===== src/include/pcp_pkg.sv =====
// register map, field layout and reset values of the pwm clock prescale and alignment block
package pcp_pkg;
  // register indices; byte address on the bus is four times the index
  localparam logic [7:0] PCP_IDX_CTRL = 8'h60;
  localparam logic [7:0] PCP_IDX_PRESCALE = 8'h61;
  localparam logic [7:0] PCP_IDX_SCALE_A = 8'h62;
  localparam logic [7:0] PCP_IDX_SCALE_B = 8'h63;
  localparam logic [7:0] PCP_IDX_PERIOD0 = 8'h64;
  localparam logic [7:0] PCP_IDX_PERIOD1 = 8'h65;
  localparam logic [7:0] PCP_IDX_DUTY0 = 8'h66;
  localparam logic [7:0] PCP_IDX_DUTY1 = 8'h67;
  localparam logic [7:0] PCP_IDX_COUNT0 = 8'h68;
  localparam logic [7:0] PCP_IDX_COUNT1 = 8'h69;

  // pwm_prescale_select fields
  localparam int PCP_CODE_W = 3;
  localparam int PCP_CLK_A_LSB = 0;
  localparam int PCP_CLK_B_LSB = 4;
  localparam logic [7:0] PCP_PRESCALE_MASK = 8'h77;
  localparam logic [7:0] PCP_PRESCALE_RST = 8'h00;

  // control register fields
  localparam int PCP_CTRL_EN_LSB = 0;
  localparam int PCP_CTRL_CHOICE_LSB = 2;
  localparam int PCP_CTRL_ALIGN_LSB = 4;
  localparam logic [7:0] PCP_CTRL_MASK = 8'h3F;
  localparam logic [7:0] PCP_CTRL_RST = 8'h00;

  localparam logic [7:0] PCP_SCALE_RST = 8'h00;
  localparam logic [7:0] PCP_PERIOD_RST = 8'hFF;
  localparam logic [7:0] PCP_DUTY_RST = 8'h00;

  localparam int PCP_CHANNELS = 2;
endpackage : pcp_pkg


===== src/logic/pcp_prescaler.sv =====
// binary prescaler: one-cycle tick at the clock divided by two to the code
`timescale 1ns/1ns
`default_nettype none
module pcp_prescaler #(
  parameter int CODE_W = 3
) (
  input wire logic i_clock,
  input wire logic i_rst_n,
  input wire logic [CODE_W-1:0] i_code,
  output logic o_tick
);
  localparam int CNT_W = (1 << CODE_W) - 1;

  logic [CNT_W-1:0] count;
  logic [CNT_W-1:0] code_mask;

  if (CODE_W < 1 || CODE_W > 4) begin : g_check
    $error("pcp_prescaler: CODE_W must lie between 1 and 4");
  end

  // a code change takes effect at once, so the current period may be cut or stretched
  assign code_mask = CNT_W'(({{CNT_W{1'b0}}, 1'b1} << i_code) - 1'b1);
  assign o_tick = &(count | ~code_mask);

  always_ff @(posedge i_clock) begin
    if (!i_rst_n) begin
      count <= '0;
    end else begin
      count <= count + 1'b1;
    end
  end
endmodule : pcp_prescaler
`default_nettype wire


===== src/logic/pcp_top.sv =====
// two-channel pwm with clock prescale, clock choice and alignment, apb register access
// Overview of operation
// - channel clock-choice bits are writable at any time; pulses may stretch or truncate.
// - each channel selects one of two clock sources with its clock-choice bit.
// - alignment bit one makes that channel's output center aligned.
// - alignment bit zero makes that channel's output left aligned.
// - clock A and clock B prescalers are set independently.
// - prescale bits 6 to 4 set the rate of clock B, used by channel 1.
// - prescale bits 2 to 0 set the rate of clock A, used by channel 0.
// - clock B is interface clock divided by two to the code, up to 128.
// - clock A uses the same encoding from its own code, up to 128.
// - both prescale fields are writable at any time; pulses may stretch or truncate.
// - channel 0 picks clock A or scaled_clock_a; channel 1 clock B or scaled_clock_b.
`timescale 1ns/1ns
`default_nettype none
module pcp_top
  import pcp_pkg::*;
#(
  parameter int ADDR_W = 12
) (
  input wire logic i_clock,
  input wire logic i_rst_n,
  input wire logic i_psel,
  input wire logic i_penable,
  input wire logic i_pwrite,
  input wire logic [ADDR_W-1:0] i_paddr,
  input wire logic [31:0] i_pwdata,
  input wire logic [3:0] i_pstrb,
  output logic [31:0] o_prdata,
  output logic o_pready,
  output logic o_pslverr,
  output logic [PCP_CHANNELS-1:0] o_pwm
);
  if (ADDR_W < 10 || ADDR_W > 32) begin : g_check
    $error("pcp_top: ADDR_W must lie between 10 and 32");
  end

  // bus decode
  logic [7:0] reg_index;
  logic upper_zero;
  logic hit_ctrl;
  logic hit_prescale;
  logic hit_scale_a;
  logic hit_scale_b;
  logic hit_period0;
  logic hit_period1;
  logic hit_duty0;
  logic hit_duty1;
  logic hit_count0;
  logic hit_count1;
  logic mapped;
  logic setup_phase;
  logic access_phase;
  logic write_low_byte;

  assign reg_index = i_paddr[9:2];
  assign upper_zero = (ADDR_W == 10) ? 1'b1 : (i_paddr >> 10) == '0;
  assign hit_ctrl = upper_zero && i_paddr[1:0] == 2'h0 && reg_index == PCP_IDX_CTRL;
  assign hit_prescale = upper_zero && i_paddr[1:0] == 2'h0 && reg_index == PCP_IDX_PRESCALE;
  assign hit_scale_a = upper_zero && i_paddr[1:0] == 2'h0 && reg_index == PCP_IDX_SCALE_A;
  assign hit_scale_b = upper_zero && i_paddr[1:0] == 2'h0 && reg_index == PCP_IDX_SCALE_B;
  assign hit_period0 = upper_zero && i_paddr[1:0] == 2'h0 && reg_index == PCP_IDX_PERIOD0;
  assign hit_period1 = upper_zero && i_paddr[1:0] == 2'h0 && reg_index == PCP_IDX_PERIOD1;
  assign hit_duty0 = upper_zero && i_paddr[1:0] == 2'h0 && reg_index == PCP_IDX_DUTY0;
  assign hit_duty1 = upper_zero && i_paddr[1:0] == 2'h0 && reg_index == PCP_IDX_DUTY1;
  assign hit_count0 = upper_zero && i_paddr[1:0] == 2'h0 && reg_index == PCP_IDX_COUNT0;
  assign hit_count1 = upper_zero && i_paddr[1:0] == 2'h0 && reg_index == PCP_IDX_COUNT1;
  assign mapped = hit_ctrl | hit_prescale | hit_scale_a | hit_scale_b | hit_period0 |
                  hit_period1 | hit_duty0 | hit_duty1 | hit_count0 | hit_count1;

  assign setup_phase = i_psel && !i_penable;
  assign access_phase = i_psel && i_penable;
  // every access finishes in its first access cycle
  assign o_pready = access_phase;
  assign o_pslverr = access_phase && !mapped;
  // counters are read-only; a write there is ignored and not flagged
  assign write_low_byte = access_phase && i_pwrite && i_pstrb[0];

  // registers
  logic [7:0] ctrl;
  logic [7:0] prescale;
  logic [7:0] scale [PCP_CHANNELS];
  logic [7:0] period [PCP_CHANNELS];
  logic [7:0] duty [PCP_CHANNELS];
  logic [7:0] chan_count [PCP_CHANNELS];
  logic [PCP_CHANNELS-1:0] scale_written;
  logic [31:0] next_rdata;

  assign scale_written[0] = write_low_byte && hit_scale_a;
  assign scale_written[1] = write_low_byte && hit_scale_b;

  always_ff @(posedge i_clock) begin
    if (!i_rst_n) begin
      ctrl <= PCP_CTRL_RST;
      prescale <= PCP_PRESCALE_RST;
    end else begin
      if (write_low_byte && hit_ctrl) begin
        ctrl <= i_pwdata[7:0] & PCP_CTRL_MASK;
      end
      if (write_low_byte && hit_prescale) begin
        prescale <= i_pwdata[7:0] & PCP_PRESCALE_MASK;
      end
    end
  end

  always_ff @(posedge i_clock) begin
    if (!i_rst_n) begin
      scale[0] <= PCP_SCALE_RST;
      scale[1] <= PCP_SCALE_RST;
      period[0] <= PCP_PERIOD_RST;
      period[1] <= PCP_PERIOD_RST;
      duty[0] <= PCP_DUTY_RST;
      duty[1] <= PCP_DUTY_RST;
    end else begin
      if (scale_written[0]) begin
        scale[0] <= i_pwdata[7:0];
      end
      if (scale_written[1]) begin
        scale[1] <= i_pwdata[7:0];
      end
      if (write_low_byte && hit_period0) begin
        period[0] <= i_pwdata[7:0];
      end
      if (write_low_byte && hit_period1) begin
        period[1] <= i_pwdata[7:0];
      end
      if (write_low_byte && hit_duty0) begin
        duty[0] <= i_pwdata[7:0];
      end
      if (write_low_byte && hit_duty1) begin
        duty[1] <= i_pwdata[7:0];
      end
    end
  end

  always_comb begin
    next_rdata = 32'h0000_0000;
    if (hit_ctrl) begin
      next_rdata[7:0] = ctrl;
    end else if (hit_prescale) begin
      next_rdata[7:0] = prescale & PCP_PRESCALE_MASK;
    end else if (hit_scale_a) begin
      next_rdata[7:0] = scale[0];
    end else if (hit_scale_b) begin
      next_rdata[7:0] = scale[1];
    end else if (hit_period0) begin
      next_rdata[7:0] = period[0];
    end else if (hit_period1) begin
      next_rdata[7:0] = period[1];
    end else if (hit_duty0) begin
      next_rdata[7:0] = duty[0];
    end else if (hit_duty1) begin
      next_rdata[7:0] = duty[1];
    end else if (hit_count0) begin
      next_rdata[7:0] = chan_count[0];
    end else if (hit_count1) begin
      next_rdata[7:0] = chan_count[1];
    end
  end

  // read data is captured in the setup cycle so it leaves a flip-flop
  always_ff @(posedge i_clock) begin
    if (!i_rst_n) begin
      o_prdata <= 32'h0000_0000;
    end else if (setup_phase) begin
      o_prdata <= next_rdata;
    end
  end

  // prescaled clocks A and B as enable ticks
  logic [PCP_CHANNELS-1:0] base_tick;

  pcp_prescaler #(
    .CODE_W(PCP_CODE_W)
  ) u_prescale_a (
    .i_clock(i_clock),
    .i_rst_n(i_rst_n),
    .i_code(prescale[PCP_CLK_A_LSB +: PCP_CODE_W]),
    .o_tick(base_tick[0])
  );

  pcp_prescaler #(
    .CODE_W(PCP_CODE_W)
  ) u_prescale_b (
    .i_clock(i_clock),
    .i_rst_n(i_rst_n),
    .i_code(prescale[PCP_CLK_B_LSB +: PCP_CODE_W]),
    .o_tick(base_tick[1])
  );

  // per channel: scaled clock, clock choice and counter
  for (genvar ch = 0; ch < PCP_CHANNELS; ch++) begin : g_chan
    logic [7:0] scale_count;
    logic scale_half;
    logic scale_wrap;
    logic scaled_tick;
    logic chan_tick;
    logic chan_enable;
    logic center_align;
    logic count_down;
    logic [7:0] count;
    logic at_top;
    logic at_bottom;
    logic next_down;
    logic [7:0] next_count;

    // zero in the scale register stands for 256
    assign scale_wrap = base_tick[ch] && scale_count == 8'h01;
    // scaled clock: a tick every second wrap of the scale counter
    assign scaled_tick = scale_wrap && scale_half;

    always_ff @(posedge i_clock) begin
      if (!i_rst_n) begin
        scale_count <= 8'h00;
        scale_half <= 1'b0;
      end else if (scale_written[ch]) begin
        scale_count <= i_pwdata[7:0];
        scale_half <= 1'b0;
      end else if (base_tick[ch]) begin
        scale_count <= scale_wrap ? scale[ch] : scale_count - 8'h01;
        scale_half <= scale_wrap ? !scale_half : scale_half;
      end
    end

    // channel 0 sees clock A or scaled_clock_a, channel 1 clock B or scaled_clock_b
    assign chan_tick = ctrl[PCP_CTRL_CHOICE_LSB + ch] ? scaled_tick : base_tick[ch];
    assign chan_enable = ctrl[PCP_CTRL_EN_LSB + ch];
    // no shadowing: an alignment change on a running channel takes effect at once
    assign center_align = ctrl[PCP_CTRL_ALIGN_LSB + ch];
    assign at_top = count >= period[ch] - 8'h01;
    assign at_bottom = count == 8'h00;

    always_comb begin
      next_down = count_down;
      next_count = count;
      if (center_align) begin
        // up to the period, then back down to zero
        if (!count_down && count >= period[ch]) begin
          next_down = 1'b1;
          next_count = (period[ch] == 8'h00) ? 8'h00 : count - 8'h01;
        end else if (count_down && at_bottom) begin
          next_down = 1'b0;
          next_count = 8'h01;
        end else begin
          next_count = count_down ? count - 8'h01 : count + 8'h01;
        end
      end else begin
        next_down = 1'b0;
        next_count = (at_top || count_down) ? 8'h00 : count + 8'h01;
      end
    end

    always_ff @(posedge i_clock) begin
      if (!i_rst_n) begin
        count <= 8'h00;
        count_down <= 1'b0;
      end else if (!chan_enable) begin
        count <= 8'h00;
        count_down <= 1'b0;
      end else if (chan_tick) begin
        count <= next_count;
        count_down <= next_down;
      end
    end

    // high while the counter is under the duty value, in both alignments
    always_ff @(posedge i_clock) begin
      if (!i_rst_n) begin
        o_pwm[ch] <= 1'b0;
      end else begin
        o_pwm[ch] <= chan_enable && (count < duty[ch]);
      end
    end

    assign chan_count[ch] = count;
  end
endmodule : pcp_top
`default_nettype wire


===== config.mk =====
export PLATFORM = sky130hd
export DESIGN_NAME = pcp_top
export DESIGN_NICKNAME = d
export VERILOG_FILES = /design/src/include/pcp_pkg.sv /design/src/logic/pcp_prescaler.sv /design/src/logic/pcp_top.sv
export SDC_FILE = /design/constraint.sdc
export NUM_CORES = 1
export LEC_CHECK = 0
export ABC_AREA = 1
export BUFFER_PORTS_ARGS = -buffer_cell sky130_fd_sc_hd__buf_4
export CAP_MARGIN = 20
export CORE_MARGIN = 3
export CORE_UTILIZATION = 25
export DETAILED_ROUTE_END_ITERATION = 6
export HOLD_SLACK_MARGIN = 0.15
export PLACE_DENSITY = 0.39
export SYNTH_ARGS = -nofsm -noshare
export SYNTH_HDL_FRONTEND = slang
export SYNTH_SLANG_ARGS = --single-unit

===== constraint.sdc =====
create_clock -name i_clock -period 2.3 [get_ports i_clock]
set_input_delay 0.23 -clock i_clock [delete_from_list [all_inputs] [get_ports i_clock]]
set_output_delay 0.23 -clock i_clock [all_outputs]
set_load 0.02 [all_outputs]

==> run summary, run 1 <==
Internal power comes to 4.488 mW. The longest clock path from root to sink contains 2 buffers. Root buffer selected by CTS: clkbuf_16. Global routing used 16.48% of the available tracks across all layers. Counting the buffers created by CTS gives 17. For this run, the slowest stage of the critical path takes 0.36 ns. The signal on the critical path passes through inv_2, buf_4, buf_4, ha_1, ha_1, a21oi_1, o31ai_1, nand2_1, nand3_2, nor3_2, buf_4, nand2_1, nand3_1, nor2_1, nor2_1. In this run the power density over the cells is 598.1 nW/µm². The worst reg2reg path depth was 15. Total of flip-flops plus latches after synthesis: 120. The average vias per placed instance came out at 4.575.

The transition at the pin with the smallest max-transition slack works out to 0.5388 ns. The design draws 6.441 mW. The die boundary width came out at 191.8 µm. Sequential elements use 33.40% of the synthesized area. The initial antenna violation count is 0. The worst setup path is launched from a flop. For the least setup slack across all paths after layout, the log shows -0.02477 ns. Summed over all layers, the routed wires come to 29560 µm. A synthesized cell averages 7.308 µm².

Setup repair after global routing could not meet its margin everywhere. The final hold violation count is 0. For this run, the top clock speed supported by timing is 430.2 MHz.

The floorplan has 67 rows. The floorplan step defined a die boundary enclosing 36790 µm². The clock transition at the register clock pins on the worst setup and hold paths after CTS came out at 0.07 ns. The startpoint of the tightest hold check path is i_psel. In this run the critical register-to-register path is captured at g_chan[1].count[4]$_SDFFE_PN0P_. The startpoint of the worst register-to-register path is period[0][8]$_DFFE_PP_. The leakage power of the design was 4.832 nW; the post-route antenna net violation count was 0.

The run gives 0.8889 as the global placer's final weighted congestion. The number of synthesis warnings was 0. The run gives 1181 as the number of instances in the synthesized netlist. The final reports fail on negative setup slack.

Chip height: 191.8 µm. The post-route minimum period was 2.325 ns. Cells with a size suffix above 1 make up 20.30% of the layout. The worst pin sits at a relative slew slack of 63.91%. For the portion of total power attributed to the clock network, the log shows 42.5%. The commonest register cell after synthesis was dfxtp_1. In the routed design, unresolved DRC markers number 0. The tools report the count of nets after finishing as 1420. Number of primary I/O pins: 89. Summing over every cut layer, the via total after detailed routing is 8088.

The number of placed instances, taps included, is 1727. The run gives 2.63 ns as the data required time at the worst endpoint. The hold-critical path depth was 5; the number of synthesized flops with an enable pin was 48. Entering global routing, the biggest net connects 24 pins.

The tools report the max-capacitance violation count as 0. The layout-stage area growth over the synthesis result is 24.76%, and the reg-to-reg setup timing slack is -0.02 ns. The placed wire-length estimate came out at 23470 µm. The slowest stage of the critical path is the edfxtp_1 cell. The number of iterations in the first detailed-routing pass was 4. After detailed routing, the average wire length per cell comes to 16.72 µm. For this run, asynchronously set or reset flops after synthesis account for 0%. The mapped netlist covers 8631 µm². The most frequent cell on the critical path is buf_4.

The worst path uses 101.1% of the clock period. For this configuration, the core starts out at a cell density of 25.55%. The run gives 7944 as the number of global-route vias before repair. Sequential cells account for 38.7% of the total power.

In this run the power spent charging and discharging nets is 1.952 mW. The tools report the number of sinks driven by the clock tree as 120. The worst-case IR drop observed on VDD is 0.4823 mV. In this run switching power makes up 30.31% of total power.

TritonCTS built the clock tree. The run gives -0.07973 ns as the sum of negative setup slack. The worst hold path terminates at o_prdata[6]$_SDFFE_PN0P_. The final-report max-slew violation count is 0.

Setup violations remaining at the end of the flow were counted as 4. At the worst endpoint, the arrival time is 2.66 ns. Per report_power, the combinational group accounts for 18.8% of the total. The run gives 0.1829 ns as the worst hold slack. The later pin in the worst-skew pair is clocked with a latency of 0.44 ns. The maximum fanout encountered on the critical timing path was 4. The kind of path behind the tightest hold check is primary input to flop. Once layout is complete, the cells apart from fillers number 1768. STA classifies the critical path endpoint as a flop. The flow ran to the end, but the final reports show violations.

The number of levels the H-tree was split into is 4. The setup path with the least slack is of type flop to flop. The global route total overflow is 0. The netlist uses 51 different library cells. At the placement stage, the worst setup path has a slack of -0.1574 ns. The logs give 33780 µm² for the core area and 0 for the antenna diode count. For the final database, setup skew stands at 0.01181 ns.

The detailed router's first-iteration violation count is 398, and the number of buffers added on ports is 37. The first global-routing pass estimated 46060 µm of wire.
## stage by stage
| step | utilization (%) | area [µm²] |
|---|---|---|
| final | 31.87 | 10770 |
| after global routing | 31.87 | 10770 |
| after CTS | 31.42 | 10620 |
| after detailed placement | 29.33 | 9908 |
| after global placement | 29.33 | 9908 |
| after floorplan | - | 8717 |
## cells in the mapped netlist, types with 4 or more instances
| cell type | n | area share (%) |
|---|---|---|
| a211oi_1 | 5 | 0.43 |
| a21oi_1 | 80 | 4.6 |
| a21oi_2 | 5 | 0.51 |
| a31oi_1 | 4 | 0.29 |
| buf_2 | 12 | 0.70 |
| buf_4 | 24 | 2.1 |
| clkbuf_1 | 13 | 0.57 |
| dfxtp_1 | 72 | 17 |
| edfxtp_1 | 48 | 17 |
| ha_1 | 60 | 8.7 |
| inv_1 | 171 | 7.4 |
| inv_2 | 10 | 0.43 |
| nand2_1 | 190 | 8.3 |
| nand2_2 | 8 | 0.58 |
| nand3_1 | 81 | 4.7 |
| nand3_2 | 4 | 0.46 |
| nand4_1 | 14 | 1.0 |
| nor2_1 | 131 | 5.7 |
| nor2_2 | 8 | 0.58 |
| nor2_4 | 6 | 0.78 |
| nor3_1 | 22 | 1.3 |
| nor3_2 | 4 | 0.46 |
| nor4_1 | 9 | 0.65 |
| o211ai_1 | 17 | 1.5 |
| o21ai_0 | 49 | 2.8 |
| o21ai_1 | 30 | 1.7 |
| o221ai_1 | 5 | 0.51 |
| o22ai_1 | 13 | 0.94 |
| or2_2 | 7 | 0.51 |
| xnor2_1 | 9 | 0.91 |
| xor2_1 | 39 | 4.0 |
## sequential cells by signal, summed over array words and instances (netlist names)
register / cells
period: 16
o_pwm: 2
g_chan.count: 16
g_chan.scale_half: 2
duty: 16
u_prescale_b.count: 7
scale: 16
o_prdata: 8
ctrl: 6
g_chan.count_down: 2
prescale: 6
u_prescale_a.count: 7
g_chan.scale_count: 16
## metal layers
layer	vias up	wire length, µm	global-route usage (%)	share of wire, %
met1	3800	13560	21.13	46
met5	-	0	0	0
met2	127	14730	28.98	50
met4	0	336	3.782	1.1
li1	4135	-	-	-
met3	26	936	2.610	3.2
## worst max-delay path by stage
stage                                 start                               to  slack (ns)  depth (start not counted)
floorplan            period[0][8]$_DFFE_PP_  g_chan[1].count[6]$_SDFFE_PN0P_        0.03                         16
global placement     period[0][8]$_DFFE_PP_  g_chan[1].count[1]$_SDFFE_PN0P_       -0.13                         16
detailed placement   period[0][8]$_DFFE_PP_  g_chan[1].count[2]$_SDFFE_PN0P_       -0.16                         16
CTS                  period[0][8]$_DFFE_PP_  g_chan[1].count[4]$_SDFFE_PN0P_       -0.10                         17
global route        period[0][10]$_DFFE_PP_  g_chan[1].count[6]$_SDFFE_PN0P_       -0.24                         16
finish               period[0][8]$_DFFE_PP_  g_chan[1].count[4]$_SDFFE_PN0P_       -0.02                         15
## final cells by class
cell class / count / area [µm²]
clock buffers: 17 / 425.4
flip-flops and latches: 120 / 2883
fillers: 3671 / 23020
repair buffers: 135 / 1031
multi-input cells: 851 / 5032
well taps: 448 / 560.5
inverters: 182 / 683.2
clock inverters: 15 / 152.6
## power groups by stage
stage                     Sequential (mW)  Clock [mW]  Combinational, mW
after floorplan                      2.50           0              0.891
after global placement               2.53           0               1.19
after detailed placement             2.53           0               1.19
after CTS                            2.49        2.81               1.21
after global routing                 2.51        2.90               1.38
final                                2.49        2.74               1.21
## critical path: cells and delay by family, from the launching register on
family / cells / cell delay (ns)
compound gates: 2 / 0.27
fa+ha+maj: 2 / 0.57
buf+inv: 4 / 0.50
flops: 1 / 0.36
simple gates: 7 / 0.50
## cells by family after synthesis
family / after synthesis / share of synthesized area, %
muxes: 2 / 0.2320
adders and majority gates: 60 / 8.698
and+or+nand+nor: 496 / 26.56
AOI/OAI and AO/OA: 221 / 14.63
other: 1 / 0.04345
buffers and inverters: 233 / 11.57
DFF: 120 / 33.40
xor gates and xnor gates: 48 / 4.871
## layout by cell type (no fill, tap or decap), types with 4 or more instances in the layout
cell           count
o21ai_1           32
a21oi_2            6
a31oi_1            4
nor4_1             9
dlygate4sd3_1      5
nor2_4             9
clkbuf_16         17
or2_2              7
clkinv_2           4
o221ai_1           5
edfxtp_1          48
conb_1            24
nor2_2            15
buf_4            127
nor2_1           121
nand4_1           14
xnor2_1            9
o211ai_1          17
xor2_1            39
o21ai_0           46
nand3_1           74
o22ai_1           13
a21oi_1           79
nor3_2             7
nand2_1          180
dfxtp_1           72
nor3_1            19
inv_1            164
ha_1              56
nand2_4            4
inv_2             17
nand2_2           17
nand3_2           10
## what timing repair did
item | 4_1_cts | 5_1_grt
gates resized for setup | 23 | 35
gates cloned | 0 | 1
endpoints found under the hold margin | 6 | 0
pin swaps | 11 | 14
setup buffers | 2 | 1
endpoints found under the setup margin | 16 | 17
hold buffers | 5 | 0
No activity file was read; power rests on OpenSTA's default activity.
==> inputs of run 2 (changes only) <==
--- a/config.mk
+++ b/config.mk
@@ -11,6 +11,7 @@
 export CORE_MARGIN = 3
 export CORE_UTILIZATION = 25
 export DETAILED_ROUTE_END_ITERATION = 6
+export GPL_TIMING_DRIVEN = 0
 export HOLD_SLACK_MARGIN = 0.15
 export PLACE_DENSITY = 0.39
 export SYNTH_ARGS = -nofsm -noshare
==> run summary, run 2 (same netlist as run 1, synthesis figures left out) <==
The layout-stage area growth over the synthesis result is 22.82%, and the power per cell area is 616.4 nW/µm² (+3.1%). The number of levels the H-tree was split into is 4 (unchanged), and the maximum fanout encountered on the critical timing path is 4 (unchanged). The insertion delay to the later sink of the worst-skew pair was 0.44 ns (about the same); the least setup slack across all paths after layout was -0.1944 ns (-0.1697 ns). Global-route usage over all layers: 16.75% (+0.27 points).

The count of nets after finishing is 1402 (-1.3%). In the layout the commonest cells are nand2_1, inv_1, nor2_1. Number of sinks driven by the clock tree: 120 (unchanged). The tools report the floorplan row count as 67 (unchanged). For the number of primary I/O pins, the log shows 89 (unchanged). The logs give 0.01701 ns (+0.005198 ns) for the clock tree skew after final layout and 0 (unchanged) for the antenna diode count. The number of buffers added on ports works out to 37 (unchanged). Leaving out fill and tap cells, the most frequent cell in the layout is nand2_1. The global placer's final weighted congestion is 0.8938 (+0.55%), and the maximum buffer depth of the clock tree is 2 (unchanged).

Residual DRC count: 0 (unchanged). The tools report the sort of element at the end of the critical path as a flop. The total length of routed wires was 30220 µm (+2.2%); the transition at the pin with the smallest max-transition slack was 0.7945 ns (+0.2557 ns). The path class of the tightest hold or removal check is primary input to flop. The tools report the initial core utilization as 25.55% (unchanged). The routed length per placed instance works out to 17.27 µm (+3.3%). TritonCTS built the clock tree. The chip height came out at 191.8 µm (unchanged). For the final-report setup violation count, the log shows 12 (+8). The max-capacitance violation count is 0 (unchanged), and the worst endpoint data arrival time is 2.86 ns (+0.20 ns). The global route total overflow is 0 (unchanged). The logs give 36790 µm² (unchanged) for the die footprint and 1750 (-1.0%) for the number of standard cells in the layout, taps in and fillers out.

The run finished, with violations left. For the peak ir drop on the vdd network, the log shows 0.4824 mV (about the same). The run gives 1693 (-2.0%) as the total placed cells including tap cells.

The overall power of the completed layout is 6.534 mW (+1.5%). The post-route antenna net violation count came out at 0 (unchanged). The share of cells above drive strength 1 was 18.13% (-2.2 points); the maximum clock rate was 400.9 MHz (-6.8%).

The sum of negative setup slack was -1.656 ns (-1.576 ns); the final critical-path share of the clock period was 108.5% (+7.4 points). The post-route minimum period was 2.494 ns (+0.1697 ns). Setup repair after global routing could not meet its margin everywhere. For the data required time at the worst endpoint, the log shows 2.67 ns (+0.04 ns). The average vias per placed instance was 4.534 (-0.88%); the leakage power of the design was 4.738 nW (-1.9%). The final reports fail on negative setup slack.

The run gives 489 (+23%) as the detailed router's first-iteration violation count. The initial antenna violation count is 0 (unchanged). In this run the clock root is driven by a clkbuf_16. Worst slew margin relative to its limit: 47.03% (-17 points).

For the vias after detailed routing, the log shows 7935 (-1.9%). The pin count of the biggest net entering global routing was 17 (-29%). The final-layout fill cell count was 3687 (+0.44%). The die boundary width is 191.8 µm (unchanged), and the wire length of the first global-routing pass is 46290 µm (+0.48%). The number of CTS-inserted buffers was 17 (unchanged); the final hold violation count was 0 (unchanged).

The clock transition at the register clock pins on the worst setup and hold paths after CTS came out at 0.07 ns (about the same). Core area: 33780 µm² (unchanged). The number of iterations in the first detailed-routing pass was 5 (+1). The number of global-route vias before repair is 7759 (-2.3%), and the final-report max-slew violation count is 0 (unchanged). The placed wire-length estimate is 23330 µm (-0.61%). The worst setup path is of the flop to flop kind. The worst setup path is launched from a flop.
-- run 2: layout make-up --
type                            count  area (µm²)  share of cell area (%)
Multi-Input combinational cell    851        5039                   47.53
Sequential cell                   120        2884                   27.21
Inverter                          182       685.7                   6.468
Tap cell                          448       560.5                   5.288
Timing Repair Buffer               66       503.0                   4.745
Clock buffer                       20       479.2                   4.521
Buffer                             51       321.6                   3.034
Clock inverter                     12       127.6                   1.204
-- run 2: layer usage --
| layer | GRT usage (%) | wire length [µm] |
|---|---|---|
| met5 | 0 | 0 |
| met4 | 4.318 | 522 |
| met3 | 2.482 | 792 |
| met2 | 29.26 | 14900 |
| met1 | 21.56 | 14000 |
-- run 2: timing repair --
| action | in CTS | in global routing |
|---|---|---|
| setup buffers | 13 | 8 |
| pin swaps | 11 | 17 |
| gates resized for setup | 25 | 39 |
| setup endpoints to repair | 17 | 19 |
| endpoints found under the hold margin | 5 | 0 |
| hold buffers | 4 | 0 |
-- run 2: final timing paths --
check | start | to | slack, ns | depth (start not counted)
setup / recovery | period[0][10]$_DFFE_PP_ | g_chan[1].count[6]$_SDFFE_PN0P_ | -0.19 | 15
hold / removal | i_psel | o_prdata[6]$_SDFFE_PN0P_ | 0.19 | 5
setup reg to reg | period[0][10]$_DFFE_PP_ | g_chan[1].count[6]$_SDFFE_PN0P_ | -0.19 | 15
hold reg to reg | o_prdata[4]$_SDFFE_PN0P_ | o_prdata[4]$_SDFFE_PN0P_ | 0.46 | 2
-- run 2: critical path: stages, from the launching register on --
cell and delay, ns:
edfxtp_1 0.52, inv_2 0.14, nand3_4 0.08, nor2_4 0.10, nand3_1 0.09, xor2_1 0.15, ha_1 0.32, nand2_2 0.10
nor2_1 0.05, a211oi_2 0.17, nand3_2 0.17, nor3_4 0.25, nand2_1 0.09, nand3_1 0.07, nor2_1 0.04, nor2_1 0.07
-- run 2: report_power, final --
| group | internal (mW) | switching [mW] | leakage (nW) |
|---|---|---|---|
| registers | 2.37 | 0.127 | 1.05 |
| logic | 0.512 | 0.693 | 3.39 |
| clock network | 1.65 | 1.18 | 0.297 |
| total | 4.54 | 2.00 | 4.74 |
-- run 2: metrics by stage --
stage / worst slack [ns] / cell area (µm²) / hold slack [ns] / util [%]
floorplan: 0.02614 / 8717 / 0.3974 / -
global placement: -0.6908 / 9555 / 0.4597 / 28.28
detailed placement: -0.6586 / 9583 / 0.4586 / 28.37
CTS: -0.2470 / 10400 / 0.1760 / 30.80
global route: -0.3556 / 10600 / 0.2076 / 31.38
finish: -0.1944 / 10600 / 0.1852 / 31.38
==> inputs of run 3 (changes only) <==
--- a/config.mk
+++ b/config.mk
@@ -13,7 +13,7 @@
 export DETAILED_ROUTE_END_ITERATION = 6
 export GPL_TIMING_DRIVEN = 0
 export HOLD_SLACK_MARGIN = 0.15
-export PLACE_DENSITY = 0.39
+export PLACE_DENSITY = 0.37
 export SYNTH_ARGS = -nofsm -noshare
 export SYNTH_HDL_FRONTEND = slang
 export SYNTH_SLANG_ARGS = --single-unit
==> constraint.sdc (replaced) <==
create_clock -name i_clock -period 2.9 [get_ports i_clock]
set_input_delay 0.29 -clock i_clock [delete_from_list [all_inputs] [get_ports i_clock]]
set_output_delay 0.29 -clock i_clock [all_outputs]
set_load 0.02 [all_outputs]
==> run summary, run 3 (same netlist as run 1, synthesis figures left out) <==
Compared with the post-synthesis result, the final layout area differs by 19.12%. The run gives 387.9 MHz (-3.2%) as the maximum clock rate. The chip height was 191.8 µm (unchanged). For the die footprint, the log shows 36790 µm² (unchanged). Most frequent cell on the critical path: nor2_1. The number of global-route vias before repair came out at 7572 (-2.4%). The kind of path behind the tightest hold check is primary input to flop. The critical path goes through inv_1, nand3_2, nor2_2, nand2_1, xor2_2, ha_1, a21oi_1, nor2_1, a211oi_1, nand3_1, nor2_2, nand2_2, o21ai_0, nor2_1, nor2_1. The share of cells above drive strength 1 works out to 14.79% (-3.3 points). The total length of routed wires is 30340 µm (+0.40%), and the number of standard cells in the layout, taps in and fillers out is 1733 (-0.97%). The global-route usage over all layers was 16.83% (+0.078 points); the number of buffers added on ports was 37 (unchanged).

The number of levels the H-tree was split into came out at 4 (unchanged). The tools report the peak ir drop on the vdd network as 0.3940 mV (-18%). The reg-to-reg setup timing slack was 0.32 ns (+0.52 ns). The standard cell area after detailed placement was 9578 µm² (about the same); the placed wire-length estimate was 23970 µm (+2.7%). The run gives 0.8322 (-6.9%) as the global placer's final weighted congestion. The worst setup path is captured at a flop. The logs give 0 (unchanged) for the residual DRC count and 0 (unchanged) for the initial antenna violation count.

The worst reg2reg path depth is 15 (unchanged). The run gives 15120 µm (+1.5%) as the length of routed met2 wiring. The maximum fanout encountered on the critical timing path was 4 (unchanged). The vias after detailed routing was 7890 (-0.57%); the utilization of the core after routing was 30.43% (-0.94 points). The clock tree skew after final layout was 0.008863 ns (-0.008146 ns); the power per cell area was 492.1 nW/µm² (-20%).

The sum of negative setup slack was 0 ns (+1.656 ns); the global route total overflow was 0 (unchanged). The final critical-path share of the clock period is 88.90% (-20 points), and the final-layout fill cell count is 3729 (+1.1%). The combined area of the multi-input logic cells was 4885 µm² (-3.1%).

CTS placed an instance of clkbuf_16 at the clock tree root. For the number of iterations in the first detailed-routing pass, the log shows 5 (unchanged). The insertion delay to the later sink of the worst-skew pair is 0.43 ns (about the same), and the hold-critical path depth is 3 (-2).

The worst endpoint data arrival time came out at 2.94 ns (+0.08 ns). For the wire length on met3, the log shows 977 µm (+23%). The least setup slack across all paths after layout was 0.3219 ns (+0.5163 ns). For the number of sinks driven by the clock tree, the log shows 120 (unchanged). The flow ran to the end, and the final reports show no timing, DRC or antenna violations.

The routed length per placed instance came out at 17.51 µm (+1.4%). Antenna diode count: 0 (unchanged). The number of CTS-inserted buffers is 17 (unchanged), and the final standard cell area without fillers is 10280 µm² (-3.0%).

The tools report the wire length of the first global-routing pass as 46230 µm (-0.12%). The clock transition at the register clock pins on the worst setup and hold paths after CTS is 0.06 ns (about the same). The logs give 0 (unchanged) for the post-route antenna net violation count and 67 (unchanged) for the floorplan row count.

Worst setup path category: flop to flop. The slowest cell on the critical path was edfxtp_1. The highest metal layer carrying signal wires in the routed design is met4. The area taken by flip-flops and latches is 2883 µm² (about the same), and the count of nets after finishing is 1385 (-1.2%). The detailed router's first-iteration violation count was 545 (+11%); the number of primary I/O pins was 89 (unchanged). TritonCTS built the clock tree. For the maximum buffer depth of the clock tree, the log shows 2 (unchanged). STA classifies the critical path startpoint as a flop. The logs give 0 (unchanged) for the max-capacitance violation count and 1693 (unchanged) for the total placed cells including tap cells.

The logs give 25.55% (unchanged) for the initial core utilization and 0 (unchanged) for the final-report max-slew violation count. The total routed wire length on the met1 layer was 14030 µm (+0.18%); the transition at the pin with the smallest max-transition slack was 0.8634 ns (+0.06887 ns). The worst slew margin relative to its limit was 42.44% (-4.6 points). The buffering stage count on the worst path with inverters included is 1 (unchanged). In the layout the commonest cells are nand2_1, inv_1, nor2_1.

Pin count of the biggest net entering global routing: 17 (unchanged). Average vias per placed instance: 4.553 (+0.41%). Largest incremental delay on the critical path: 0.40 ns (-0.12 ns). The kind of cell with the highest combined delay along the critical path is simple AND/OR/NAND/NOR gates. The data required time at the worst endpoint was 3.26 ns (+0.59 ns).

The tools report the core area as 33780 µm² (unchanged). The die boundary width was 191.8 µm (unchanged); the post-route minimum period was 2.578 ns (+0.08368 ns). The final hold violation count was 0 (unchanged); the cell count along the critical path was 15 (unchanged). Most common cell after layout, fill and taps aside: nand2_1. The run gives 0 (-12) as the final-report setup violation count.

For the leakage power of the design, the log shows 4.610 nW (-2.7%). For the post-place setup slack, the log shows -0.1362 ns (+0.5224 ns).
[run 3: cell count changes in the layout (fill, tap and decap cells not counted), sizes merged]
cell / previous run / this run
buf: 100 / 86
clkbuf: 33 / 34
inv: 188 / 184
clkinv: 4 / 7
dlygate4sd3: 4 / 1
[run 3: final cells by class]
type | instances | share of cell area (%)
multi-input cells | 851 | 47.51
repair buffers | 49 | 3.529
plain buffers | 51 | 3.067
flip-flops and latches | 120 | 28.04
inverters | 182 | 6.645
clock inverters | 11 | 1.071
well taps | 448 | 5.452
clock buffers | 21 | 4.685
[run 3: per-stage QoR]
step           hold slack [ns]  total power, mW
2_1_floorplan           0.4386            2.690
3_3_place_gp            0.4611            2.936
3_5_place_dp            0.4564            2.933
4_1_cts                 0.1624            5.126
5_1_grt                 0.1674            5.336
6_report                0.1762            5.059
[run 3: path summary, 6_finish.rpt]
check                                              start                         endpoint
worst min-delay path                         i_pwdata[1]             ctrl[1]$_SDFFE_PN0P_
worst max register to register    period[0][1]$_DFFE_PP_  g_chan[0].count[4]$_SDFFE_PN0P_
worst min register to register  o_prdata[4]$_SDFFE_PN0P_         o_prdata[4]$_SDFFE_PN0P_
worst max-delay path              period[0][1]$_DFFE_PP_  g_chan[0].count[4]$_SDFFE_PN0P_
[run 3: repair_timing]
item / in CTS / in global routing
pin swaps: 0 / 4
resized for setup: 1 / 13
endpoints found under the hold margin: 1 / 0
setup buffers: 0 / 7
setup endpoints to repair: 4 / 16
hold buffers: 1 / 0
[run 3: worst register-to-register path: stages, from the launching register on]
cell	delay, ns
edfxtp_1	0.40
inv_1	0.16
nand3_2	0.13
nor2_2	0.12
nand2_1	0.09
xor2_2	0.15
ha_1	0.29
a21oi_1	0.15
nor2_1	0.05
a211oi_1	0.18
nand3_1	0.21
nor2_2	0.17
nand2_2	0.11
o21ai_0	0.17
nor2_1	0.06
nor2_1	0.08
[run 3: per-layer routing]
metal,track usage [%],vias up
li1,-,4069
met1,22.16,3684
met2,29.49,119
met3,2.610,18
met4,2.681,0
met5,0,-
[run 3: where the power goes]
part	switching, mW	leakage, nW	total (mW)	internal [mW]
Sequential	0.101	1.05	1.98	1.88
Combinational	0.534	3.27	0.921	0.387
Clock	0.869	0.290	2.16	1.29
Total	1.50	4.61	5.06	3.56
